### src/hdl/mpr_pkg.sv
// Package for the power-off and reset sequencer.
// Assumes a single 10 MHz system clock; all times become cycle counts here.
package mpr_pkg;
  localparam int unsigned CLK_HZ = 10_000_000;
  // Least low time of the reset pin that counts as a hardware reset
  localparam int unsigned HW_RESET_MIN_MS = 50;
  localparam int unsigned HW_RESET_MIN_CYC =
    (HW_RESET_MIN_MS * CLK_HZ + 999) / 1000;
  // Internal reset indication pulse width
  localparam int unsigned INT_PULSE_US = 160;
  localparam int unsigned INT_PULSE_CYC =
    (INT_PULSE_US * CLK_HZ + 999_999) / 1_000_000;
  // Least low time on the power-up request input
  localparam int unsigned PWR_UP_MIN_MS = 5;
  localparam int unsigned PWR_UP_MIN_CYC =
    (PWR_UP_MIN_MS * CLK_HZ + 999) / 1000;
  // Default times of our own for regulator ramp and start-up hold
  localparam int unsigned REG_STEP_CYC = 16;
  localparam int unsigned BOOT_HOLD_CYC = 64;
  localparam int unsigned CNT_W = 20;
  localparam int unsigned NUM_REGS = 4;
  typedef enum logic [3:0] {
    MPR_OFF, MPR_REG_UP, MPR_BOOT_HOLD, MPR_RUN, MPR_SAVE, MPR_DETACH,
    MPR_REG_DOWN, MPR_INT_PULSE, MPR_HW_RESET
  } mpr_state_t;
endpackage

### src/hdl/mpr_sequencer.sv
// Power-off and reset sequencer of the modem core.
// Assumes the host keeps its side of the reset pin and power-up input;
// the command decoder supplies one-cycle command pulses and done levels.
`timescale 1ns/1ps
module mpr_sequencer
  import mpr_pkg::*;
#(
  parameter int unsigned HW_MIN_CYC = HW_RESET_MIN_CYC,
  parameter int unsigned PWRUP_MIN_CYC = PWR_UP_MIN_CYC,
  parameter int unsigned PULSE_CYC = INT_PULSE_CYC,
  parameter int unsigned STEP_CYC = REG_STEP_CYC,
  parameter int unsigned HOLD_CYC = BOOT_HOLD_CYC
) (
  input wire logic sys_clk,
  input wire logic nrst,
  input wire logic powerDownCmd,
  input wire logic funcResetCmd,
  output logic cmdOk,
  input wire logic underVoltage,
  input wire logic power_up_request_in,
  input wire logic rtcAlarm,
  input wire logic chargerDetect,
  input wire logic resetPinIn,
  output logic resetPinOut,
  output logic resetPinOe,
  output logic saveReq,
  input wire logic saveDone,
  output logic detachReq,
  input wire logic detachDone,
  output logic padTristate,
  output logic [NUM_REGS-1:0] regulatorEn,
  output logic backup_supply,
  output logic coreResetN
);
  mpr_state_t state_reg;
  mpr_state_t state_next;
  logic [CNT_W-1:0] timer_reg;
  logic [NUM_REGS-1:0] regs_reg;
  logic pinSync1_reg;
  logic pinSync2_reg;
  logic hwReq;
  logic hwSeen_reg;
  logic pwrUpQual;
  logic resetAfterSave_reg;
  logic timerDone;
  logic wake;

  ////////////////////////////////////////////////////////////////////////////
  // Reset pin sampling and qualification

  // Two stages guard against a slow edge through the pin's diode
  always_ff @(posedge sys_clk) begin
    if (!nrst) begin
      pinSync1_reg <= 1'b1;
      pinSync2_reg <= 1'b1;
    end else begin
      pinSync1_reg <= resetPinIn;
      pinSync2_reg <= pinSync1_reg;
    end
  end

  // Own pull-down is masked so only a host-forced low is timed
  mpr_low_timer #(.MIN_CYC(HW_MIN_CYC), .W(CNT_W)) u_hw_timer (
    .sys_clk(sys_clk),
    .nrst(nrst),
    .levelN(pinSync2_reg | resetPinOe),
    .qualified(hwReq)
  );

  // Power-up input qualifier; a short low or bare edge does nothing
  mpr_low_timer #(.MIN_CYC(PWRUP_MIN_CYC), .W(CNT_W)) u_pwr_timer (
    .sys_clk(sys_clk),
    .nrst(nrst),
    .levelN(power_up_request_in),
    .qualified(pwrUpQual)
  );

  assign wake = pwrUpQual | rtcAlarm | chargerDetect;
  assign timerDone = (timer_reg == '0);

  ////////////////////////////////////////////////////////////////////////////
  // State register and per-state timer

  always_ff @(posedge sys_clk) begin
    if (!nrst) begin
      state_reg <= MPR_OFF;
    end else begin
      state_reg <= state_next;
    end
  end

  // Timer loads on state entry and counts down to zero
  always_ff @(posedge sys_clk) begin
    if (!nrst) begin
      timer_reg <= '0;
    end else if (state_next != state_reg) begin
      unique case (state_next)
        MPR_INT_PULSE: timer_reg <= CNT_W'(PULSE_CYC - 1);
        MPR_BOOT_HOLD: timer_reg <= CNT_W'(HOLD_CYC - 1);
        default: timer_reg <= CNT_W'(STEP_CYC - 1);
      endcase
    end else if (!timerDone) begin
      timer_reg <= timer_reg - 1'b1;
    end else if (state_reg == MPR_REG_UP || state_reg == MPR_REG_DOWN) begin
      timer_reg <= CNT_W'(STEP_CYC - 1);
    end
  end

  // Remembers that the routine ends in a reset rather than power-off
  always_ff @(posedge sys_clk) begin
    if (!nrst) begin
      resetAfterSave_reg <= 1'b0;
    end else if (state_reg == MPR_RUN && funcResetCmd) begin
      resetAfterSave_reg <= 1'b1;
    end else if (state_reg == MPR_RUN && powerDownCmd) begin
      resetAfterSave_reg <= 1'b0;
    end
  end

  // A hardware reset is acted on once, on the qualification edge
  always_ff @(posedge sys_clk) begin
    if (!nrst) begin
      hwSeen_reg <= 1'b0;
    end else begin
      hwSeen_reg <= hwReq;
    end
  end

  ////////////////////////////////////////////////////////////////////////////
  // Next-state logic

  always_comb begin
    state_next = state_reg;
    unique case (state_reg)
      MPR_OFF: begin
        if (wake && !underVoltage) begin
          state_next = MPR_REG_UP;
        end
      end
      MPR_REG_UP: begin
        if (regs_reg == '1 && timerDone) begin
          state_next = MPR_BOOT_HOLD;
        end
      end
      MPR_BOOT_HOLD: begin
        if (timerDone) begin
          state_next = MPR_RUN;
        end
      end
      MPR_RUN: begin
        if (powerDownCmd || funcResetCmd) begin
          state_next = MPR_SAVE;
        end
      end
      MPR_SAVE: begin
        if (saveDone) begin
          state_next = MPR_DETACH;
        end
      end
      MPR_DETACH: begin
        if (detachDone) begin
          state_next = resetAfterSave_reg ? MPR_INT_PULSE : MPR_REG_DOWN;
        end
      end
      MPR_REG_DOWN: begin
        if (regs_reg == '0 && timerDone) begin
          state_next = MPR_OFF;
        end
      end
      MPR_INT_PULSE: begin
        if (timerDone) begin
          state_next = MPR_BOOT_HOLD;
        end
      end
      MPR_HW_RESET: begin
        if (pinSync2_reg) begin
          state_next = MPR_BOOT_HOLD;
        end
      end
    endcase
    // Under-voltage skips save and detach entirely
    if (underVoltage && state_reg != MPR_OFF && state_reg != MPR_REG_DOWN) begin
      state_next = MPR_REG_DOWN;
    end else if (hwReq && !hwSeen_reg && state_reg != MPR_OFF &&
                 state_reg != MPR_REG_DOWN) begin
      state_next = MPR_HW_RESET;
    end
  end

  ////////////////////////////////////////////////////////////////////////////
  // Regulators, one step per timer expiry

  always_ff @(posedge sys_clk) begin
    if (!nrst) begin
      regs_reg <= '0;
    end else if (timerDone && state_reg == MPR_REG_UP) begin
      regs_reg <= {regs_reg[NUM_REGS-2:0], 1'b1};
    end else if (timerDone && state_reg == MPR_REG_DOWN) begin
      regs_reg <= {1'b0, regs_reg[NUM_REGS-1:1]};
    end
  end

  ////////////////////////////////////////////////////////////////////////////
  // Outputs

  // OK answer is a one-cycle pulse on command acceptance
  always_ff @(posedge sys_clk) begin
    if (!nrst) begin
      cmdOk <= 1'b0;
    end else begin
      cmdOk <= (state_reg == MPR_RUN) && (powerDownCmd || funcResetCmd)
               && !underVoltage;
    end
  end

  // Open drain: output level is always low, enable pulls the line.
  // Released while running and during the routine, when the module is
  // still on, and while the host holds it, or its release is never seen.
  assign resetPinOut = 1'b0;
  assign resetPinOe = (state_reg != MPR_RUN) &&
                      (state_reg != MPR_SAVE) &&
                      (state_reg != MPR_DETACH) &&
                      (state_reg != MPR_HW_RESET);
  assign saveReq = (state_reg == MPR_SAVE);
  assign detachReq = (state_reg == MPR_DETACH);
  // Pads float from the routine start until start-up configuration
  assign padTristate = (state_reg != MPR_RUN) &&
                       (state_reg != MPR_BOOT_HOLD);
  assign regulatorEn = regs_reg;
  assign backup_supply = 1'b1;
  assign coreResetN = (state_reg == MPR_RUN);
endmodule

### src/hdl/mpr_low_timer.sv
// Low-time qualifier: counts consecutive cycles of a low input.
// Assumes the input is already synchronous to sys_clk.
`timescale 1ns/1ps
module mpr_low_timer #(
  parameter int unsigned MIN_CYC = 16,
  parameter int unsigned W = 20
) (
  input wire logic sys_clk,
  input wire logic nrst,
  input wire logic levelN,
  output logic qualified
);
  logic [W-1:0] count_reg;

  // Saturating counter; any high cycle restarts it
  always_ff @(posedge sys_clk) begin
    if (!nrst || levelN) begin
      count_reg <= '0;
    end else if (count_reg != W'(MIN_CYC)) begin
      count_reg <= count_reg + 1'b1;
    end
  end

  assign qualified = (count_reg == W'(MIN_CYC));
endmodule

### config.mk
export PLATFORM = sky130hd
export DESIGN_NAME = mpr_sequencer
export DESIGN_NICKNAME = d
export VERILOG_FILES = /design/src/hdl/mpr_pkg.sv /design/src/hdl/mpr_sequencer.sv /design/src/hdl/mpr_low_timer.sv
export SDC_FILE = /design/constraint.sdc
export NUM_CORES = 1
export LEC_CHECK = 0
export ABC_CLOCK_PERIOD_IN_PS = 6800
export BUFFER_PORTS_ARGS = -buffer_cell sky130_fd_sc_hd__buf_2
export CAP_MARGIN = 20
export CELL_PAD_IN_SITES_DETAIL_PLACEMENT = 0
export CELL_PAD_IN_SITES_GLOBAL_PLACEMENT = 1
export CORE_MARGIN = 2
export CORE_UTILIZATION = 40
export DETAILED_ROUTE_END_ITERATION = 10
export PLACE_DENSITY_LB_ADDON = 0.1
export SYNTH_ARGS = -nofsm -noshare
export SYNTH_HDL_FRONTEND = slang
export SYNTH_SLANG_ARGS = --single-unit
### constraint.sdc
create_clock -name sys_clk -period 6.8 [get_ports sys_clk]
set_input_delay 0 -clock sys_clk [delete_from_list [all_inputs] [get_ports sys_clk]]
set_output_delay 0 -clock sys_clk [all_outputs]
set_load 0.05 [all_outputs]
==> flow_summary_export.csv, run 1 <==
group,metric,value,unit
global_route,grt_use_total,17.74,%
place,hpwl,6091,um
floorplanning,start_util,40.66,%
layout,syn_to_final_growth,12.46,%
timing,tns,0,ps
yosys,ys_seq_elements,73,
yosys,yosys-top-cells-count,"73 x dfxtp_1, 72 x nor2_1, 28 x xor2_1, 25 x nand2_1",
pwr,finalPower,1.617,mW
yosys,synth_edf_count,0,
clock_tree,cts_tree,"done",
detailed_routing,drt_iter0_drc,105,
yosys,ys.warnings.count,0,
yosys,syn-cell-area,3938,um^2
setup_path,setup.worst_path.start_class,"flip-flop",
clock_tree,numCtsBuffers,9,
floorplanning,die_w,103.2,um
detailed_routing,num_vias,3257,
global_route,grt_pass1_vias,3121,
place,io_buffers,20,
timing,skew,9.822,ps
pwr,power_density,365.2,nW/um^2
timing,timing.final.ws_setup,3064,ps
yosys,ys_types,72,
global_route,grt_pass1_wl,14970,um
detailed_routing,routed_wl,8613,um
setup_path,startpoint,"timer_reg[0]",
setup_path,r2r_start,"timer_reg[0]",
detailed_routing,avgViaCountPerCell,5.270,
yosys,synth_top_cell_by_area,"dfxtp_1",
clock_tree,clock_sinks,73,
place,post-place-ws,3077,ps
clock_tree,clockBufferDepth,2,
layout,drive_gt1_share,11.75,%
yosys,synthFlopType,"dfxtp_1",
setup_path,critical-path-max-stage-delay,650,ps
yosys,synth_top_area_share,37.11,%
yosys,async_flop_share,0,%
layout,post-route-cell-area,4428,um^2
global_route,antenna_found_initial,0,
layout,fin_util,45.72,%
floorplanning,core_area,9684,um^2
timing,post-route-period-util,54.94,%
detailed_routing,final_antenna_net_count,0,
floorplanning,dieArea,10650,um^2
status,status,"completed",
yosys,yosysSeqAreaShare,37.11,%
setup_path,crit_arrival,4010,ps
timing,hold_viol,0,
timing,finalCriticalPeriod,3736,ps
setup_path,end_kind,"flip-flop",
pwr,peakVddDrop,0.1907,mV
timing,rsz0062_at_grt,"false",
setup_path,cp_data_required_time,7070,ps
timing,drv_slew,0,
yosys,syn_nets,480,
min_path,hold_start,"powerDownCmd",
yosys,synth_most_common_cell,"dfxtp_1",
detailed_routing,avgRoutedWirePerCell,13.94,um
min_path,hold_class,"in -> reg",
timing,max-slew-margin-rel,42.40,%
yosys,postSynthAreaPerCell,8.486,um^2
flow_run,max_cap_viol_count,0,
floorplanning,rows,36,
clock_tree,clock_latency,350,ps
floorplanning,ioPinCount,23,
timing,worstMarginPinSlew,856.1,ps
setup_path,cpMaxStageDelayCell,"nor4_4",
layout,layout.nets,497,
clock_tree,root_buffer,"clkbuf_8",
timing,fmax,0.2677,GHz
timing,setup_violations,0,
setup_path,worstPathMaxFanout,14,
global_route,grt_max_degree,25,
clock_tree,clkTransAtPathRegs,80,ps
floorplanning,die_h,103.2,um
global_route,grt_overflow,0,
clock_tree,cts_max_level,3,
yosys,syn-instance-count,464,
layout,diodes,0,
detailed_routing,drc,0,
detailed_routing,dr.pass1.iters,4,
setup_path,path_class,"reg -> reg",
place,dpl_cell_area,4103,um^2
yosys,synthTopCellsByArea,"dfxtp_1 37%, nor2_1 6.9%, xor2_1 6.2%",
setup_path,worstPathCellList,"inv_1, ha_1, nor4b_1, nand2_1, or2_0, o311a_4, o211a_1, nor4_4, nand2_2, nor3_1",
place,finalWeightedCongestion,0.7915,
pwr,power.leakage,1.543,nW
-- cells by family after synthesis --
kind of cell,count (synthesis),share of synthesized area (%)
AND/OR/NAND/NOR,222,31.62
flip-flops,73,37.11
AO/OA/AOI/OAI,71,12.96
XOR/XNOR,50,11.12
buffers and inverters,36,4.099
adder cells (fa/ha/maj),5,1.589
multiplexers,5,1.303
other,2,0.1907
-- final timing paths --
check | to | slack (ps) | cells past startpoint
max | timer_reg[17] | 3060 | 10
max reg2reg | timer_reg[17] | 3060 | 10
min | cmdOk | 40 | 3
min reg2reg | pinSync2_reg | 410 | 1
-- per-stage QoR --
step	instances	hold slack [ps]
finish	618	38.06
global route	618	51.18
CTS	618	22.87
detailed placement	597	189.5
global placement	597	186.4
floorplan	464	101.5
-- report_power, final --
| part | total (mW) | switching (mW) | internal [mW] |
|---|---|---|---|
| logic | 0.625 | 0.373 | 0.252 |
| registers | 0.540 | 0.0719 | 0.468 |
| clock network | 0.452 | 0.163 | 0.289 |
| total | 1.62 | 0.609 | 1.01 |
-- metal layers --
metal / vias to the layer above / part of all wire [%] / track usage, %
met5: - / 0 / 0
met4: 0 / 1.2 / 5.061
met3: 9 / 3.5 / 4.301
met2: 52 / 43 / 26.97
met1: 1524 / 52 / 25.06
li1: 1672 / - / -
-- critical path, delay by kind of cell, from the launching register on --
kind	cells	cell delay (ps)
simple gates	6	2300
flops	1	310
compound gates	2	750
fa+ha+maj	1	200
buf+inv	1	80
-- cells in the final DEF, fill, tap and decap left out, types with 3 or more instances in the layout --
| cell | netlist | layout |
|---|---|---|
| xor2_1 | 28 | 28 |
| nor4_1 | 5 | 5 |
| or4_1 | 3 | 3 |
| clkbuf_8 | 0 | 10 |
| o32a_1 | 4 | 4 |
| inv_1 | 15 | 15 |
| and2_1 | 4 | 4 |
| nor4_2 | 3 | 3 |
| or3_1 | 12 | 12 |
| bufinv_16 | 0 | 4 |
| a41o_1 | 3 | 3 |
| a21oi_1 | 20 | 20 |
| xnor2_1 | 22 | 22 |
| nand2b_1 | 11 | 11 |
| and4_1 | 4 | 4 |
| nand3_1 | 22 | 22 |
| nor3_1 | 20 | 20 |
| o211ai_1 | 5 | 5 |
| buf_2 | 3 | 20 |
| mux2i_1 | 4 | 4 |
| nand3b_1 | 3 | 3 |
| nor2_1 | 72 | 72 |
| dfxtp_1 | 73 | 73 |
| nand2_1 | 25 | 25 |
| o21ai_0 | 8 | 8 |
| nand4_1 | 11 | 11 |
| a211oi_1 | 3 | 3 |
| nor4_4 | 3 | 3 |
| and3_1 | 3 | 3 |
| dlygate4sd3_1 | 0 | 6 |
| ha_1 | 5 | 5 |
-- layout make-up --
cell class / count / area [um^2]
clock buffers: 10 / 137.6
clock inverters: 5 / 127.6
fillers: 988 / 5256
inverters: 16 / 60.06
multi-input cells: 355 / 2315
flip-flops and latches: 73 / 1461
well taps: 133 / 166.4
repair buffers: 26 / 160.2
-- what timing repair did --
item                      CTS  global route
hold buffers                6             0
resized for setup           0             0
buffers inserted            0             0
hold endpoints to repair    4             0
(Power assumes the default switching activity.)
==> run 2: changes to the inputs <==
--- a/config.mk
+++ b/config.mk
@@ -5,7 +5,7 @@
 export SDC_FILE = /design/constraint.sdc
 export NUM_CORES = 1
 export LEC_CHECK = 0
-export ABC_CLOCK_PERIOD_IN_PS = 6800
+export ABC_CLOCK_PERIOD_IN_PS = 3200
 export BUFFER_PORTS_ARGS = -buffer_cell sky130_fd_sc_hd__buf_2
 export CAP_MARGIN = 20
 export CELL_PAD_IN_SITES_DETAIL_PLACEMENT = 0
==> constraint.sdc (replaced) <==
create_clock -name sys_clk -period 3.2 [get_ports sys_clk]
set_input_delay 0 -clock sys_clk [delete_from_list [all_inputs] [get_ports sys_clk]]
set_output_delay 0 -clock sys_clk [all_outputs]
set_load 0.05 [all_outputs]
==> flow_summary_export.csv, run 2 (synthesis results as in run 1) <==
group,metric,value,unit
status,status,"completed",
clock_tree,numCtsBuffers,9,
setup_path,reg2regPathDepth,10,
place,hpwl,6447,um
timing,post-route-period-util,91.48,%
layout,final_cell_mix,"73 x dfxtp_1, 71 x nor2_1, 28 x xor2_1",
timing,timing.hold.ws,41.65,ps
timing,drv_slew,0,
clock_tree,clock_latency,370,ps
setup_path,end_kind,"flip-flop",
detailed_routing,top_layer,"met4",
setup_path,r2r_end,"timer_reg[11]",
detailed_routing,wl_met2,3965,um
setup_path,r2r_slack,270,ps
detailed_routing,num_vias,3335,
pwr,switching_power,1.312,mW
pwr,power_density,757.7,nW/um^2
clock_tree,root_buffer,"clkbuf_8",
pwr,p_seq_share,32.6,%
layout,layout.cells.most_common,"dfxtp_1",
pwr,power.leakage,1.608,nW
timing,skew,9.646,ps
timing,tns,0,ps
detailed_routing,avgViaCountPerCell,5.244,
detailed_routing,dr.pass1.iters,4,
global_route,grt_overflow,0,
timing,setup_violations,0,
setup_path,cp_data_required_time,3490,ps
clock_tree,cts_hold_buf,6,
detailed_routing,routed_wl,9003,um
clock_tree,ctsResizeCount,0,
clock_tree,clkTransAtPathRegs,70,ps
layout,stdcell_count,636,
floorplanning,core_area,9684,um^2
layout,diodes,0,
setup_path,r2r_start,"timer_reg[0]",
floorplanning,dieArea,10650,um^2
clock_tree,cts_tree,"done",
setup_path,critPathCapture,"timer_reg[11]",
clock_tree,cts_max_level,3,
place,dpl.cell_count,615,
setup_path,worstPathCellList,"inv_1, ha_1, nor4b_1, nand2_1, or2_0, o311a_4, o211a_1, nor4_4, nand2_2, nor3_1",
floorplanning,ioPinCount,23,
flow_run,max_cap_viol_count,0,
floorplanning,die_h,103.2,um
setup_path,startpoint,"timer_reg[0]",
layout,nFillCells,978,
timing,max-slew-margin-rel,51.91,%
floorplanning,rows,36,
timing,hold_viol,0,
global_route,grt_use_total,18.38,%
pwr,pwr-share-comb,43.9,%
clock_tree,clockBufferDepth,2,
clock_tree,cts_setup_buffers,0,
setup_path,worstPathMaxFanout,12,
timing,fmax,0.3416,GHz
setup_path,setup.worst_path.start_class,"flip-flop",
pwr,pwr-share-clk,23.5,%
detailed_routing,drc,0,
place,io_buffers,20,
setup_path,path_class,"reg -> reg",
global_route,grt_pass1_vias,3020,
pwr,peakVddDrop,0.3512,mV
pwr,p_int,2.106,mW
detailed_routing,final_antenna_net_count,0,
detailed_routing,avgRoutedWirePerCell,14.16,um
detailed_routing,wl_met1,4596,um
setup_path,critical-path-max-stage-delay,410,ps
detailed_routing,drt_iter0_drc,125,
detailed_routing,wl_met3,308,um
floorplanning,die_w,103.2,um
setup_path,cpMaxStageDelayCell,"o311a_4",
place,finalWeightedCongestion,0.8649,
global_route,antenna_found_initial,0,
global_route,grt_max_degree,21,
timing,finalCriticalPeriod,2927,ps
timing,worstMarginPinSlew,721.3,ps
global_route,grt_pass1_wl,15030,um
clock_tree,clock_sinks,73,
timing,rsz0062_at_grt,"false",
floorplanning,start_util,40.66,%
layout,syn_to_final_growth,14.55,%
setup_path,crit_arrival,3220,ps
layout,layout.nets,515,
layout,drive_gt1_share,14.71,%
min_path,hold_class,"in -> reg",
pwr,switching_share,38.38,%
[run 2: cell count changes in the layout (fill, tap and decap cells not counted), sizes merged]
cell,before,now
buf,20,38
bufinv,4,2
clkbuf,10,12
clkinv,1,2
clkinvlp,1,0
[run 2: layout make-up]
type                    count  area (um^2)  share of cell area (%)
flip-flops and latches     73         1461                   32.40
inverters                  16        60.06                   1.331
repair buffers             44        295.3                   6.546
multi-input cells         355         2317                   51.37
clock buffers              12        145.1                   3.218
clock inverters             3        65.06                   1.442
well taps                 133        166.4                   3.689
[run 2: routing by layer]
metal / vias to the layer above / track usage (%)
met5: - / 0
met4: 0 / 5.870
met3: 9 / 6.720
met2: 43 / 26.12
met1: 1567 / 25.84
li1: 1716 / -
[run 2: power by group through the flow]
stage,combinational [mW],sequential (mW),clock [mW]
floorplan,1.18,1.09,0
global placement,1.49,1.13,0
detailed placement,1.49,1.13,0
CTS,1.51,1.11,0.837
global route,1.65,1.13,0.878
finish,1.50,1.11,0.802
[run 2: worst min path at each step]
| stage | startpoint | to | slack (ps) | cells past startpoint |
|---|---|---|---|---|
| final | powerDownCmd | cmdOk | 40 | 3 |
| after global routing | powerDownCmd | cmdOk | 50 | 3 |
| after CTS | powerDownCmd | cmdOk | 10 | 3 |
| after detailed placement | resetPinIn | pinSync1_reg | 190 | 2 |
| after global placement | resetPinIn | pinSync1_reg | 180 | 2 |
| after floorplan | resetPinIn | pinSync1_reg | 100 | 1 |
[run 2: critical path: cells and delay by family (launching register included)]
kind | cells | cell delay, ps
flops | 1 | 310
buf+inv | 1 | 70
compound gates | 2 | 650
simple gates | 6 | 1600
fa+ha+maj | 1 | 210
[run 2: through the flow]
| stage | util (%) | instance area (um^2) | power, mW | worst slack [ps] |
|---|---|---|---|---|
| after detailed placement | 43.79 | 4240 | 2.623 | 253.3 |
| final | 46.58 | 4511 | 3.418 | 272.6 |
| after floorplan | - | 3940 | 2.271 | 272.6 |
| after global placement | 43.79 | 4240 | 2.625 | 388.5 |
| after CTS | 46.58 | 4511 | 3.457 | 256.2 |
| after global routing | 46.58 | 4511 | 3.658 | 22.63 |
